## src/hw/rcbc_pkg.sv

```systemverilog
package rcbc_pkg;
  // Clock and cycle conversion
  localparam int CLK_PERIOD_NS = 4;
  function automatic int rcbc_ceil_div(input int num, input int den);
    return (num + den - 1) / den;
  endfunction

  // Register byte addresses
  localparam logic [7:0] RCC_OFFSET  = 8'h00;
  localparam logic [7:0] STAT_OFFSET = 8'h04;

  // Reset cause/control field positions
  localparam int IRQ_PRIORITY_ENABLE_BIT = 7;
  localparam int SBOR_BIT = 6;
  localparam int RI_BIT   = 4;
  localparam int TO_BIT   = 3;
  localparam int PD_BIT   = 2;
  localparam int POR_BIT  = 1;
  localparam int BOR_BIT  = 0;

  // Reset values of the cause/control bits
  localparam logic IRQ_PRIORITY_ENABLE_RST = 1'b0;
  localparam logic SBOR_RST = 1'b1;
  localparam logic RI_RST   = 1'b1;
  localparam logic TO_RST   = 1'b1;
  localparam logic PD_RST   = 1'b1;
  localparam logic POR_RST  = 1'b0;
  localparam logic BOR_RST  = 1'b0;

  // Brown-out configuration codes
  localparam logic [1:0] BOR_OFF  = 2'h0;
  localparam logic [1:0] BOR_SW   = 2'h1;
  localparam logic [1:0] BOR_NOSL = 2'h2;
  localparam logic [1:0] BOR_ON   = 2'h3;

  // Timing figures
  localparam int BOR_MIN_NS    = 200;
  localparam int BOR_MIN_CYC   = rcbc_ceil_div(BOR_MIN_NS, CLK_PERIOD_NS);
  localparam int PIN_FILT_NS   = 100;
  localparam int PIN_FILT_CYC  = rcbc_ceil_div(PIN_FILT_NS, CLK_PERIOD_NS);
  localparam int POWERUP_DELAY_TIMER_TICKS    = 2048;
  localparam int OST_TICKS     = 1024;
  localparam int PLL_LOCK_NS   = 2000000;
  localparam int PLL_LOCK_CYC  = PLL_LOCK_NS / CLK_PERIOD_NS;

  // Start-up sequencer states
  typedef enum logic [4:0] {
    ST_HOLD = 5'h01,
    ST_POWERUP_DELAY_TIMER = 5'h02,
    ST_OST  = 5'h04,
    ST_PLL  = 5'h08,
    ST_DONE = 5'h10
  } rcbc_state_type;
endpackage

```

## src/hw/rcbc_top.sv

```systemverilog
`timescale 1ns/1ps
// Operation
// - Low five cause bits are flags cleared by their events; software sets bits 4, 1 and 0 only.
// - Bit 7 is read/write interrupt priority enable, reset 0.
// - Bit 6 software brown-out enable acts only in mode 01, else reads 0.
// - Bit 6 resets to 1 in software brown-out mode, otherwise 0.
// - Bit 5 ignores writes and reads 0.
// - Bit 4 cleared by reset instruction, set by firmware or by power-on or brown-out reset.
// - Bit 3 set by power-up, watchdog clear, sleep; cleared by watchdog time-out.
// - Bit 2 set by power-up or watchdog clear; cleared by sleep.
// - Bit 1 cleared on power-on reset only; set only by software.
// - Bit 0 cleared on brown-out or power-on reset while detection enabled.
// - Held in reset while pin low; short low pulses filtered out.
// - The reset pin is never driven low by internal resets.
// - With pin function disabled the pin is a plain digital input.
// - Brown-out mode: 00 off, 01 software, 10 off in sleep, 11 on.
// - Low supply longer than minimum duration resets until supply recovers.
// - Power-up delay starts after recovery; new drop restarts it.
// - Brown-out and power-up delay are enabled independently.
// - Mode 10 disables detection in sleep, re-enables outside it.
// - Trip level comes only from level configuration bits.
// - Power-up delay counts 2048 slow oscillator periods, holding reset.
// - Power-up delay enabled when its off bit is 0.
// - Oscillator start-up timer adds 1024 crystal cycles after the delay.
// - With PLL enabled a 2 ms lock wait follows the oscillator timer.
module rcbc_top #(
  parameter int POWERUP_DELAY_TIMER_CNT = rcbc_pkg::POWERUP_DELAY_TIMER_TICKS,
  parameter int OST_CNT  = rcbc_pkg::OST_TICKS,
  parameter int PLL_CNT  = rcbc_pkg::PLL_LOCK_CYC
) (
  input  wire logic        pclk,
  input  wire logic        presetn,
  input  wire logic        clk_en,
  input  wire logic        psel,
  input  wire logic        penable,
  input  wire logic        pwrite,
  input  wire logic [7:0]  paddr,
  input  wire logic [31:0] pwdata,
  output logic [31:0]      prdata,
  output logic             pready,
  output logic             pslverr,
  input  wire logic        ext_reset_pin_in,
  output logic             ext_reset_pin_out,
  output logic             ext_reset_pin_oe,
  output logic             ext_pin_din,
  input  wire logic        por_pulse,
  input  wire logic        supply_low,
  input  wire logic        internal_slow_osc,
  input  wire logic        xtal_osc_in,
  input  wire logic        ext_reset_pin_enable,
  input  wire logic        powerup_delay_off,
  input  wire logic        osc_startup_en,
  input  wire logic        pll_enable,
  input  wire logic [1:0]  brownout_cfg,
  input  wire logic [1:0]  brownout_level_cfg,
  input  wire logic        sleep_mode,
  input  wire logic        reset_instr_evt,
  input  wire logic        watchdog_timeout_evt,
  input  wire logic        watchdog_clear_evt,
  input  wire logic        sleep_evt,
  output logic             device_reset_n,
  output logic             irq_priority_enable,
  output logic             brownout_det_en,
  output logic [1:0]       brownout_level
);
  import rcbc_pkg::*;

  logic [1:0]     pin_s_q;
  logic [1:0]     por_s_q;
  logic [1:0]     low_s_q;
  logic [1:0]     slow_s_q;
  logic [1:0]     xtal_s_q;
  logic           slow_d_q;
  logic           xtal_d_q;
  logic [15:0]    pin_cnt_q;
  logic           pin_rst_q;
  logic [15:0]    low_cnt_q;
  logic           bor_act_q;
  logic           bor_act_d_q;
  logic           bor_en;
  logic           bor_trip;
  logic           slow_tick;
  logic           xtal_tick;
  rcbc_state_type st_q;
  rcbc_state_type st_d;
  logic [31:0]    tmr_q;
  logic           tmr_done;
  logic           int_rst_q;
  logic           irq_priority_enable_q;
  logic           sbor_q;
  logic           ri_q;
  logic           to_q;
  logic           pd_q;
  logic           porf_q;
  logic           borf_q;
  logic           acc;
  logic           wr_rcc;
  logic           map_hit;
  logic [7:0]     rcc_rd;
  logic           bor_rst_evt;

  // Two-flop synchronisers for pins and analog indications
  always_ff @(posedge pclk or negedge presetn)
    if (!presetn)
    begin
      pin_s_q  <= 2'h3;
      por_s_q  <= 2'h0;
      low_s_q  <= 2'h0;
      slow_s_q <= 2'h0;
      xtal_s_q <= 2'h0;
    end
    else if (clk_en)
    begin
      pin_s_q  <= {pin_s_q[0], ext_reset_pin_in};
      por_s_q  <= {por_s_q[0], por_pulse};
      low_s_q  <= {low_s_q[0], supply_low};
      slow_s_q <= {slow_s_q[0], internal_slow_osc};
      xtal_s_q <= {xtal_s_q[0], xtal_osc_in};
    end

  // Edge history of the oscillator inputs
  always_ff @(posedge pclk or negedge presetn)
    if (!presetn)
    begin
      slow_d_q <= 1'b0;
      xtal_d_q <= 1'b0;
    end
    else if (clk_en)
    begin
      slow_d_q <= slow_s_q[1];
      xtal_d_q <= xtal_s_q[1];
    end

  assign slow_tick = slow_s_q[1] & ~slow_d_q;
  assign xtal_tick = xtal_s_q[1] & ~xtal_d_q;

  // Pin low must persist before it counts as a reset
  always_ff @(posedge pclk or negedge presetn)
    if (!presetn)
    begin
      pin_cnt_q <= 16'h0000;
      pin_rst_q <= 1'b0;
    end
    else if (clk_en)
    begin
      if (!ext_reset_pin_enable || pin_s_q[1])
      begin
        pin_cnt_q <= 16'h0000;
        pin_rst_q <= 1'b0;
      end
      else if (pin_cnt_q >= 16'(PIN_FILT_CYC - 1))
        pin_rst_q <= 1'b1;
      else
        pin_cnt_q <= pin_cnt_q + 16'h0001;
    end

  // Brown-out enable decode from mode, software bit and sleep
  always_comb
  begin
    case (brownout_cfg)
      BOR_SW:   bor_en = sbor_q;
      BOR_NOSL: bor_en = ~sleep_mode;
      BOR_ON:   bor_en = 1'b1;
      default:  bor_en = 1'b0;
    endcase
  end

  assign bor_trip = low_cnt_q >= 16'(BOR_MIN_CYC);

  // Low supply qualified by minimum duration, held until recovery
  always_ff @(posedge pclk or negedge presetn)
    if (!presetn)
    begin
      low_cnt_q <= 16'h0000;
      bor_act_q <= 1'b0;
    end
    else if (clk_en)
    begin
      if (!bor_en || !low_s_q[1])
      begin
        low_cnt_q <= 16'h0000;
        bor_act_q <= 1'b0;
      end
      else if (bor_trip)
        bor_act_q <= 1'b1;
      else
        low_cnt_q <= low_cnt_q + 16'h0001;
    end

  // Previous brown-out state for event detection
  always_ff @(posedge pclk or negedge presetn)
    if (!presetn)
      bor_act_d_q <= 1'b0;
    else if (clk_en)
      bor_act_d_q <= bor_act_q;

  assign bor_rst_evt = bor_act_q & ~bor_act_d_q;
  assign tmr_done = (st_q == ST_POWERUP_DELAY_TIMER) ? (tmr_q >= 32'(POWERUP_DELAY_TIMER_CNT - 1)) & slow_tick
                  : (st_q == ST_OST) ? (tmr_q >= 32'(OST_CNT - 1)) & xtal_tick
                  : (tmr_q >= 32'(PLL_CNT - 1));

  // Start-up sequence: hold, power-up delay, oscillator, PLL
  always_comb
  begin
    st_d = st_q;
    case (st_q)
      ST_HOLD:
        if (!por_s_q[1] && !bor_act_q)
          st_d = !powerup_delay_off ? ST_POWERUP_DELAY_TIMER
               : osc_startup_en ? ST_OST
               : pll_enable ? ST_PLL : ST_DONE;
      ST_POWERUP_DELAY_TIMER:
        if (tmr_done)
          st_d = osc_startup_en ? ST_OST
               : pll_enable ? ST_PLL : ST_DONE;
      ST_OST:
        if (tmr_done)
          st_d = pll_enable ? ST_PLL : ST_DONE;
      ST_PLL:
        if (tmr_done)
          st_d = ST_DONE;
      ST_DONE:
        st_d = ST_DONE;
      default:
        st_d = ST_HOLD;
    endcase
    if (por_s_q[1] || bor_act_q)
      st_d = ST_HOLD;
  end

  // Sequencer state register
  always_ff @(posedge pclk or negedge presetn)
    if (!presetn)
      st_q <= ST_HOLD;
    else if (clk_en)
      st_q <= st_d;

  // Delay counter, restarted on every state change
  always_ff @(posedge pclk or negedge presetn)
    if (!presetn)
      tmr_q <= 32'h0000_0000;
    else if (clk_en)
    begin
      if (st_d != st_q || st_q == ST_HOLD)
        tmr_q <= 32'h0000_0000;
      else if (st_q == ST_POWERUP_DELAY_TIMER && slow_tick)
        tmr_q <= tmr_q + 32'h0000_0001;
      else if (st_q == ST_OST && xtal_tick)
        tmr_q <= tmr_q + 32'h0000_0001;
      else if (st_q == ST_PLL)
        tmr_q <= tmr_q + 32'h0000_0001;
    end

  // One-cycle internal reset from instruction or watchdog in run
  always_ff @(posedge pclk or negedge presetn)
    if (!presetn)
      int_rst_q <= 1'b0;
    else if (clk_en)
      int_rst_q <= reset_instr_evt | (watchdog_timeout_evt & ~sleep_mode);

  // Combined device reset, released only when all sources are gone
  always_ff @(posedge pclk or negedge presetn)
    if (!presetn)
      device_reset_n <= 1'b0;
    else if (clk_en)
      device_reset_n <= (st_d == ST_DONE) & ~pin_rst_q & ~int_rst_q;

  // Pin is input only; digital value offered when reset use is off
  always_ff @(posedge pclk or negedge presetn)
    if (!presetn)
    begin
      ext_reset_pin_out <= 1'b0;
      ext_reset_pin_oe  <= 1'b0;
      ext_pin_din       <= 1'b1;
    end
    else if (clk_en)
    begin
      ext_reset_pin_out <= 1'b0;
      ext_reset_pin_oe  <= 1'b0;
      ext_pin_din       <= pin_s_q[1] | ext_reset_pin_enable;
    end

  // Comparator enable and trip level to the analog monitor
  always_ff @(posedge pclk or negedge presetn)
    if (!presetn)
    begin
      brownout_det_en <= 1'b0;
      brownout_level  <= 2'h0;
    end
    else if (clk_en)
    begin
      brownout_det_en <= bor_en;
      brownout_level  <= brownout_level_cfg;
    end

  assign acc     = psel & penable & pready;
  assign map_hit = (paddr == RCC_OFFSET) || (paddr == STAT_OFFSET);
  assign wr_rcc  = acc & pwrite & (paddr == RCC_OFFSET);

  // Control bits: software stores, power-on restores defaults
  always_ff @(posedge pclk or negedge presetn)
    if (!presetn)
    begin
      irq_priority_enable_q <= IRQ_PRIORITY_ENABLE_RST;
      sbor_q <= SBOR_RST;
    end
    else if (clk_en)
    begin
      if (por_s_q[1])
      begin
        irq_priority_enable_q <= IRQ_PRIORITY_ENABLE_RST;
        sbor_q <= SBOR_RST;
      end
      else if (wr_rcc)
      begin
        irq_priority_enable_q <= pwdata[IRQ_PRIORITY_ENABLE_BIT];
        sbor_q <= pwdata[SBOR_BIT];
      end
    end

  // Cause flags; hardware events override a write in the same cycle
  always_ff @(posedge pclk or negedge presetn)
    if (!presetn)
    begin
      ri_q   <= RI_RST;
      to_q   <= TO_RST;
      pd_q   <= PD_RST;
      porf_q <= POR_RST;
      borf_q <= BOR_RST;
    end
    else if (clk_en)
    begin
      if (wr_rcc)
      begin
        ri_q   <= pwdata[RI_BIT];
        porf_q <= pwdata[POR_BIT];
        borf_q <= pwdata[BOR_BIT];
      end
      if (por_s_q[1] || bor_rst_evt)
      begin
        ri_q <= 1'b1;
        to_q <= 1'b1;
        pd_q <= 1'b1;
      end
      if (por_s_q[1])
        porf_q <= 1'b0;
      if ((por_s_q[1] && bor_en) || bor_rst_evt)
        borf_q <= 1'b0;
      if (reset_instr_evt)
        ri_q <= 1'b0;
      if (watchdog_clear_evt)
      begin
        to_q <= 1'b1;
        pd_q <= 1'b1;
      end
      if (sleep_evt)
      begin
        to_q <= 1'b1;
        pd_q <= 1'b0;
      end
      if (watchdog_timeout_evt)
      begin
        to_q <= 1'b0;
        if (sleep_mode)
          pd_q <= 1'b0;
      end
    end

  assign rcc_rd = {irq_priority_enable_q, sbor_q & (brownout_cfg == BOR_SW), 1'b0,
                   ri_q, to_q, pd_q, porf_q, borf_q};

  // Interrupt priority enable output
  always_ff @(posedge pclk or negedge presetn)
    if (!presetn)
      irq_priority_enable <= IRQ_PRIORITY_ENABLE_RST;
    else if (clk_en)
      irq_priority_enable <= irq_priority_enable_q;

  // APB slave: one wait state, registered answer
  always_ff @(posedge pclk or negedge presetn)
    if (!presetn)
    begin
      pready  <= 1'b0;
      pslverr <= 1'b0;
      prdata  <= 32'h0000_0000;
    end
    else if (clk_en)
    begin
      pready  <= psel & penable & ~pready;
      pslverr <= psel & penable & ~pready & ~map_hit;
      prdata  <= 32'h0000_0000;
      if (psel && penable && !pready && !pwrite)
      begin
        if (paddr == RCC_OFFSET)
          prdata <= {24'h000000, rcc_rd};
        else if (paddr == STAT_OFFSET)
          prdata <= {22'h000000, bor_act_q, pin_rst_q, ~device_reset_n, 2'h0, st_q}; // Status word layout
      end
    end

endmodule // rcbc_top

```

## config.mk

```make
export PLATFORM = sky130hd
export DESIGN_NAME = rcbc_top
export DESIGN_NICKNAME = d
export VERILOG_FILES = /design/src/hw/rcbc_pkg.sv /design/src/hw/rcbc_top.sv
export SDC_FILE = /design/constraint.sdc
export NUM_CORES = 1
export LEC_CHECK = 0
export BUFFER_PORTS_ARGS = -buffer_cell sky130_fd_sc_hd__buf_2
export CAP_MARGIN = 20
export CELL_PAD_IN_SITES_DETAIL_PLACEMENT = 0
export CELL_PAD_IN_SITES_GLOBAL_PLACEMENT = 1
export CORE_ASPECT_RATIO = 0.9
export CORE_UTILIZATION = 38
export CTS_CLUSTER_DIAMETER = 100
export CTS_CLUSTER_SIZE = 16
export DETAILED_ROUTE_END_ITERATION = 7
export HOLD_SLACK_MARGIN = 0.06
export MAX_ROUTING_LAYER = met4
export PLACE_DENSITY_LB_ADDON = 0.1
export RECOVER_POWER = 50
export SLEW_MARGIN = 20
export SYNTH_ARGS = -nofsm -noshare
export SYNTH_HDL_FRONTEND = slang
export SYNTH_SLANG_ARGS = --single-unit
```

## constraint.sdc

```tcl
create_clock -name pclk -period 2.3 [get_ports pclk]
set_input_delay 0.345 -clock pclk [delete_from_list [all_inputs] [get_ports pclk]]
set_output_delay 0.345 -clock pclk [all_outputs]
set_load 0.02 [all_outputs]
```

==> results.txt <==
----------------------------------------------------
[Routing]
  DRC errors left ... 0
  Overall via count from detail_route ... 4,802
  Starting DRT DRC Count ... 237
  Vias/cell ... 5.23
  DR pass1 iterations ... 4
  Routed Antenna Nets ... 0
  Post-DR wirelength/cell ... 15.4 um
  Routed Wire Length ... 14.1 mm

[Pwr]
  Fraction of power consumed by sequential logic ... 0.486
  Net Sw Power ... 1.18 mW
  Internal power component ... 3.09 mW
  Share of power burned in the clock network ... 0.348
  Static leakage ... 3.28 nW
  Net switching share of the total power ... 0.277
  Power density cells ... 598 nW/um^2
  IR Drop Worst-Case VDD ... 614 uV
  Total power of the final layout ... 4.27 mW
  Combinational cell fraction of total power ... 0.166

[GRT]
  Global-route wire length before repair ... 23.5 mm
  Maximum number of pins on one net before global-route repair ... 41
  Global route overflow ... 0
  Via count of the first global-routing pass ... 4,764
  Initial antenna violation count ... 0
  Combined global-route utilization of all metal layers ... 0.202

[Synth]
  Post-synthesis instance area ... 5620 sq um
  Top cell types by occurrence after synthesis ... sky130_fd_sc_hd__dfrtp_1 (101), sky130_fd_sc_hd__nor2_1 (68), sky130_fd_sc_hd__a21oi_1 (32), sky130_fd_sc_hd__inv_1 (32), sky130_fd_sc_hd__buf_4 (26)
  Top cell type's share of synthesized area ... 0.450
  Number of enable flip-flop cells after synthesis ... 0
  Top cells by area, synth ... sky130_fd_sc_hd__dfrtp_1 (45%), sky130_fd_sc_hd__nor2_1 (4.5%), sky130_fd_sc_hd__dfstp_2 (3.7%)
  Distinct cells, synth ... 68
  Fraction of the yosys area taken by sequential cells ... 0.487
  Synth Instances ... 580
  Flops & latches, synth ... 109
  Mean post-synth cell area ... 9.68 sq um
  Number of warnings issued by yosys ... 0
  Most common cell in the synthesized netlist ... sky130_fd_sc_hd__dfrtp_1
  Cell type contributing the most total cell area after synthesis ... sky130_fd_sc_hd__dfrtp_1
  Most used flip-flop cell after synthesis ... sky130_fd_sc_hd__dfrtp_1
  Post-synthesis async set-or-reset flop share ... 1.00

[Floorplanning]
  Vertical extent of the die ... 117 um
  Area of the core region ... 14,200 sq um
  Die outline width ... 130 um
  Standard-cell row count ... 41
  Starting Density ... 0.395
  Boundary pin count ... 106
  Die Outline Area ... 15,300 sq um

[CTS]
  CTS sink count ... 109
  Clock insertion delay at the later pin of the skew report ... 0.35 ns
  Number of buffers on the longest clock path ... 2
  Clock root cell ... sky130_fd_sc_hd__clkbuf_16
  Register clock-pin slew on the reported worst setup and hold paths ... 0.07 ns
  Number of clock buffers inserted by TritonCTS ... 9
  CTS tree ... yes
  Number of H-tree levels ... 3

[Final layout]
  Util after Layout ... 0.502
  Number of diodes added for antenna fixing ... 0
  Synthesis-to-layout area growth ... 27.0%
  Share of layout cells above drive strength 1 ... 0.316
  Number of nets in the finished design ... 789

[Timing]
  Post-layout minimum cycle time ... 2.55 ns
  Least setup slack across all paths after layout ... -0.249 ns
  Setup repair after global routing missed its margin ... yes
  Hold Slack ... 0.184 ns
  Final Max Tran Viols ... 0
  Worst slew slack as a fraction of its limit ... 0.446
  Number of endpoints with negative hold slack in the final report ... 0
  Fmax ... 0.392 GHz
  Number of failing setup endpoints in the final timing report ... 32
  Slew @ Worst Pin ... 0.831 ns
  Final worst path period share ... 1.11
  Worst Skew ... 0.00459 ns

[Critical path]
  Worst setup path class ... reg -> reg
  Required time of the worst setup path ... 2.59 ns
  Critical path data arrival time ... 2.84 ns
  Launching element type of the critical path ... flop
  Endpoint kind of the worst setup timing path ... flop
  Highest net fanout along the worst path ... 8

[Status]
  Violations in the final reports ... negative setup slack
  Run status ... complete, but fails checks

[Min path]
  Hold Crit Class ... in -> reg

[Place]
  Detailed placer's ending HPWL ... 10.5 mm
  Placer congestion estimate ... 0.890
  Quantity of I/O buffers inserted on ports ... 53

[Run]
  Number of violations of the max-capacitance limit ... 0

----------------------------------------------------
[layout by cell type (no fill, tap or decap), types with 10 or more instances in the layout]
cell type                 instances
sky130_fd_sc_hd__a21oi_1         29
sky130_fd_sc_hd__a31oi_1         17
sky130_fd_sc_hd__and2_1          19
sky130_fd_sc_hd__buf_2           52
sky130_fd_sc_hd__buf_4           96
sky130_fd_sc_hd__conb_1          25
sky130_fd_sc_hd__dfrtp_1        100
sky130_fd_sc_hd__inv_1           32
sky130_fd_sc_hd__mux2_2          17
sky130_fd_sc_hd__nand2_1         22
sky130_fd_sc_hd__nand3_1         17
sky130_fd_sc_hd__nand4_1         15
sky130_fd_sc_hd__nor2_1          67
sky130_fd_sc_hd__nor3_1          16
sky130_fd_sc_hd__nor4_1          10
sky130_fd_sc_hd__o21ai_0         19
[power groups by stage]
stage,Clock [mW],Combinational (mW),Sequential (mW)
CTS,1.54,0.706,2.07
detailed placement,0,0.669,2.11
global route,1.61,0.782,2.08
floorplan,0,0.389,2.10
finish,1.48,0.710,2.07
global placement,0,0.661,2.10
[worst max-delay path, stage by stage, from the launching register on]
cell	delay (ns)
sky130_fd_sc_hd__dfrtp_1	0.39
sky130_fd_sc_hd__ha_2	0.20
sky130_fd_sc_hd__and4_4	0.17
sky130_fd_sc_hd__and3_4	0.18
sky130_fd_sc_hd__o41ai_2	0.36
sky130_fd_sc_hd__a21oi_1	0.13
sky130_fd_sc_hd__a2111o_1	0.43
sky130_fd_sc_hd__o31ai_4	0.32
sky130_fd_sc_hd__buf_4	0.19
sky130_fd_sc_hd__and2_1	0.13
[through the flow]
stage	instance area (sq um)	worst slack, ns	cells	TNS [ns]
floorplan	5740	-0.163	604	-2.68
global route	7130	-0.399	918	-11.79
CTS	7080	-0.286	917	-7.49
global placement	6680	-0.259	896	-7.69
finish	7130	-0.249	918	-6.78
detailed placement	6680	-0.288	896	-7.74
[sequential cells by signal (all words and copies together), names as in the netlist, 2 cells and up]
register and cells:
low_cnt_q 16, tmr_q 32, st_q 5, prdata 9
por_s_q 2, pin_s_q 2, brownout_level 2, pin_cnt_q 16
xtal_s_q 2, slow_s_q 2, low_s_q 2
[metal layers]
metal  part of all wire  global-route usage  vias up
met5                  0                   -        -
met3              0.034              0.0497       11
met2               0.46               0.297       84
met1               0.49               0.282     2367
met4              0.011              0.0400        0
li1                   -                   -     2340
[final cells by class]
type / count / area [sq um]
clock inverters: 6 / 43.8
well taps: 193 / 241
fillers: 1357 / 7080
repair buffers: 156 / 1050
clock buffers: 10 / 239
flip-flops and latches: 109 / 2740
multi-input cells: 411 / 2690
inverters: 33 / 124
[repair_timing]
item	CTS	global route
gates cloned	1	0
resized for setup	19	17
buffers inserted	3	1
endpoints found under the setup margin	34	37
pin swaps	9	6
hold buffers	1	0
endpoints found under the hold margin	25	0
[kinds of logic (layout without fill, tap and decap cells)]
| group | Yosys count | count (layout) | share of synthesized area |
|---|---|---|---|
| DFF | 109 | 109 | 0.487 |
| AOI/OAI and AO/OA | 144 | 144 | 0.180 |
| muxes | 18 | 18 | 0.0359 |
| and+or+nand+nor | 210 | 210 | 0.192 |
| xor gates and xnor gates | 8 | 8 | 0.0125 |
| buffers and inverters | 84 | 205 | 0.0786 |
| other | 1 | 25 | 0.000668 |
| adders and majority gates | 6 | 6 | 0.0129 |
[final timing paths]
check	from	end	slack, ns	depth (start not counted)
worst max-delay path	tmr_q[0]	tmr_q[20]	-0.25	9
min in group asynchronous	presetn	prdata[2]	0.60	2
worst min register to register	pslverr	pslverr	0.49	1
worst max register to register	tmr_q[0]	tmr_q[20]	-0.25	9
worst min-delay path	watchdog_timeout_evt	to_q	0.18	2
max in group asynchronous	presetn	st_q[1]	0.30	3
Note: power is estimated with default switching activity, not from simulation.
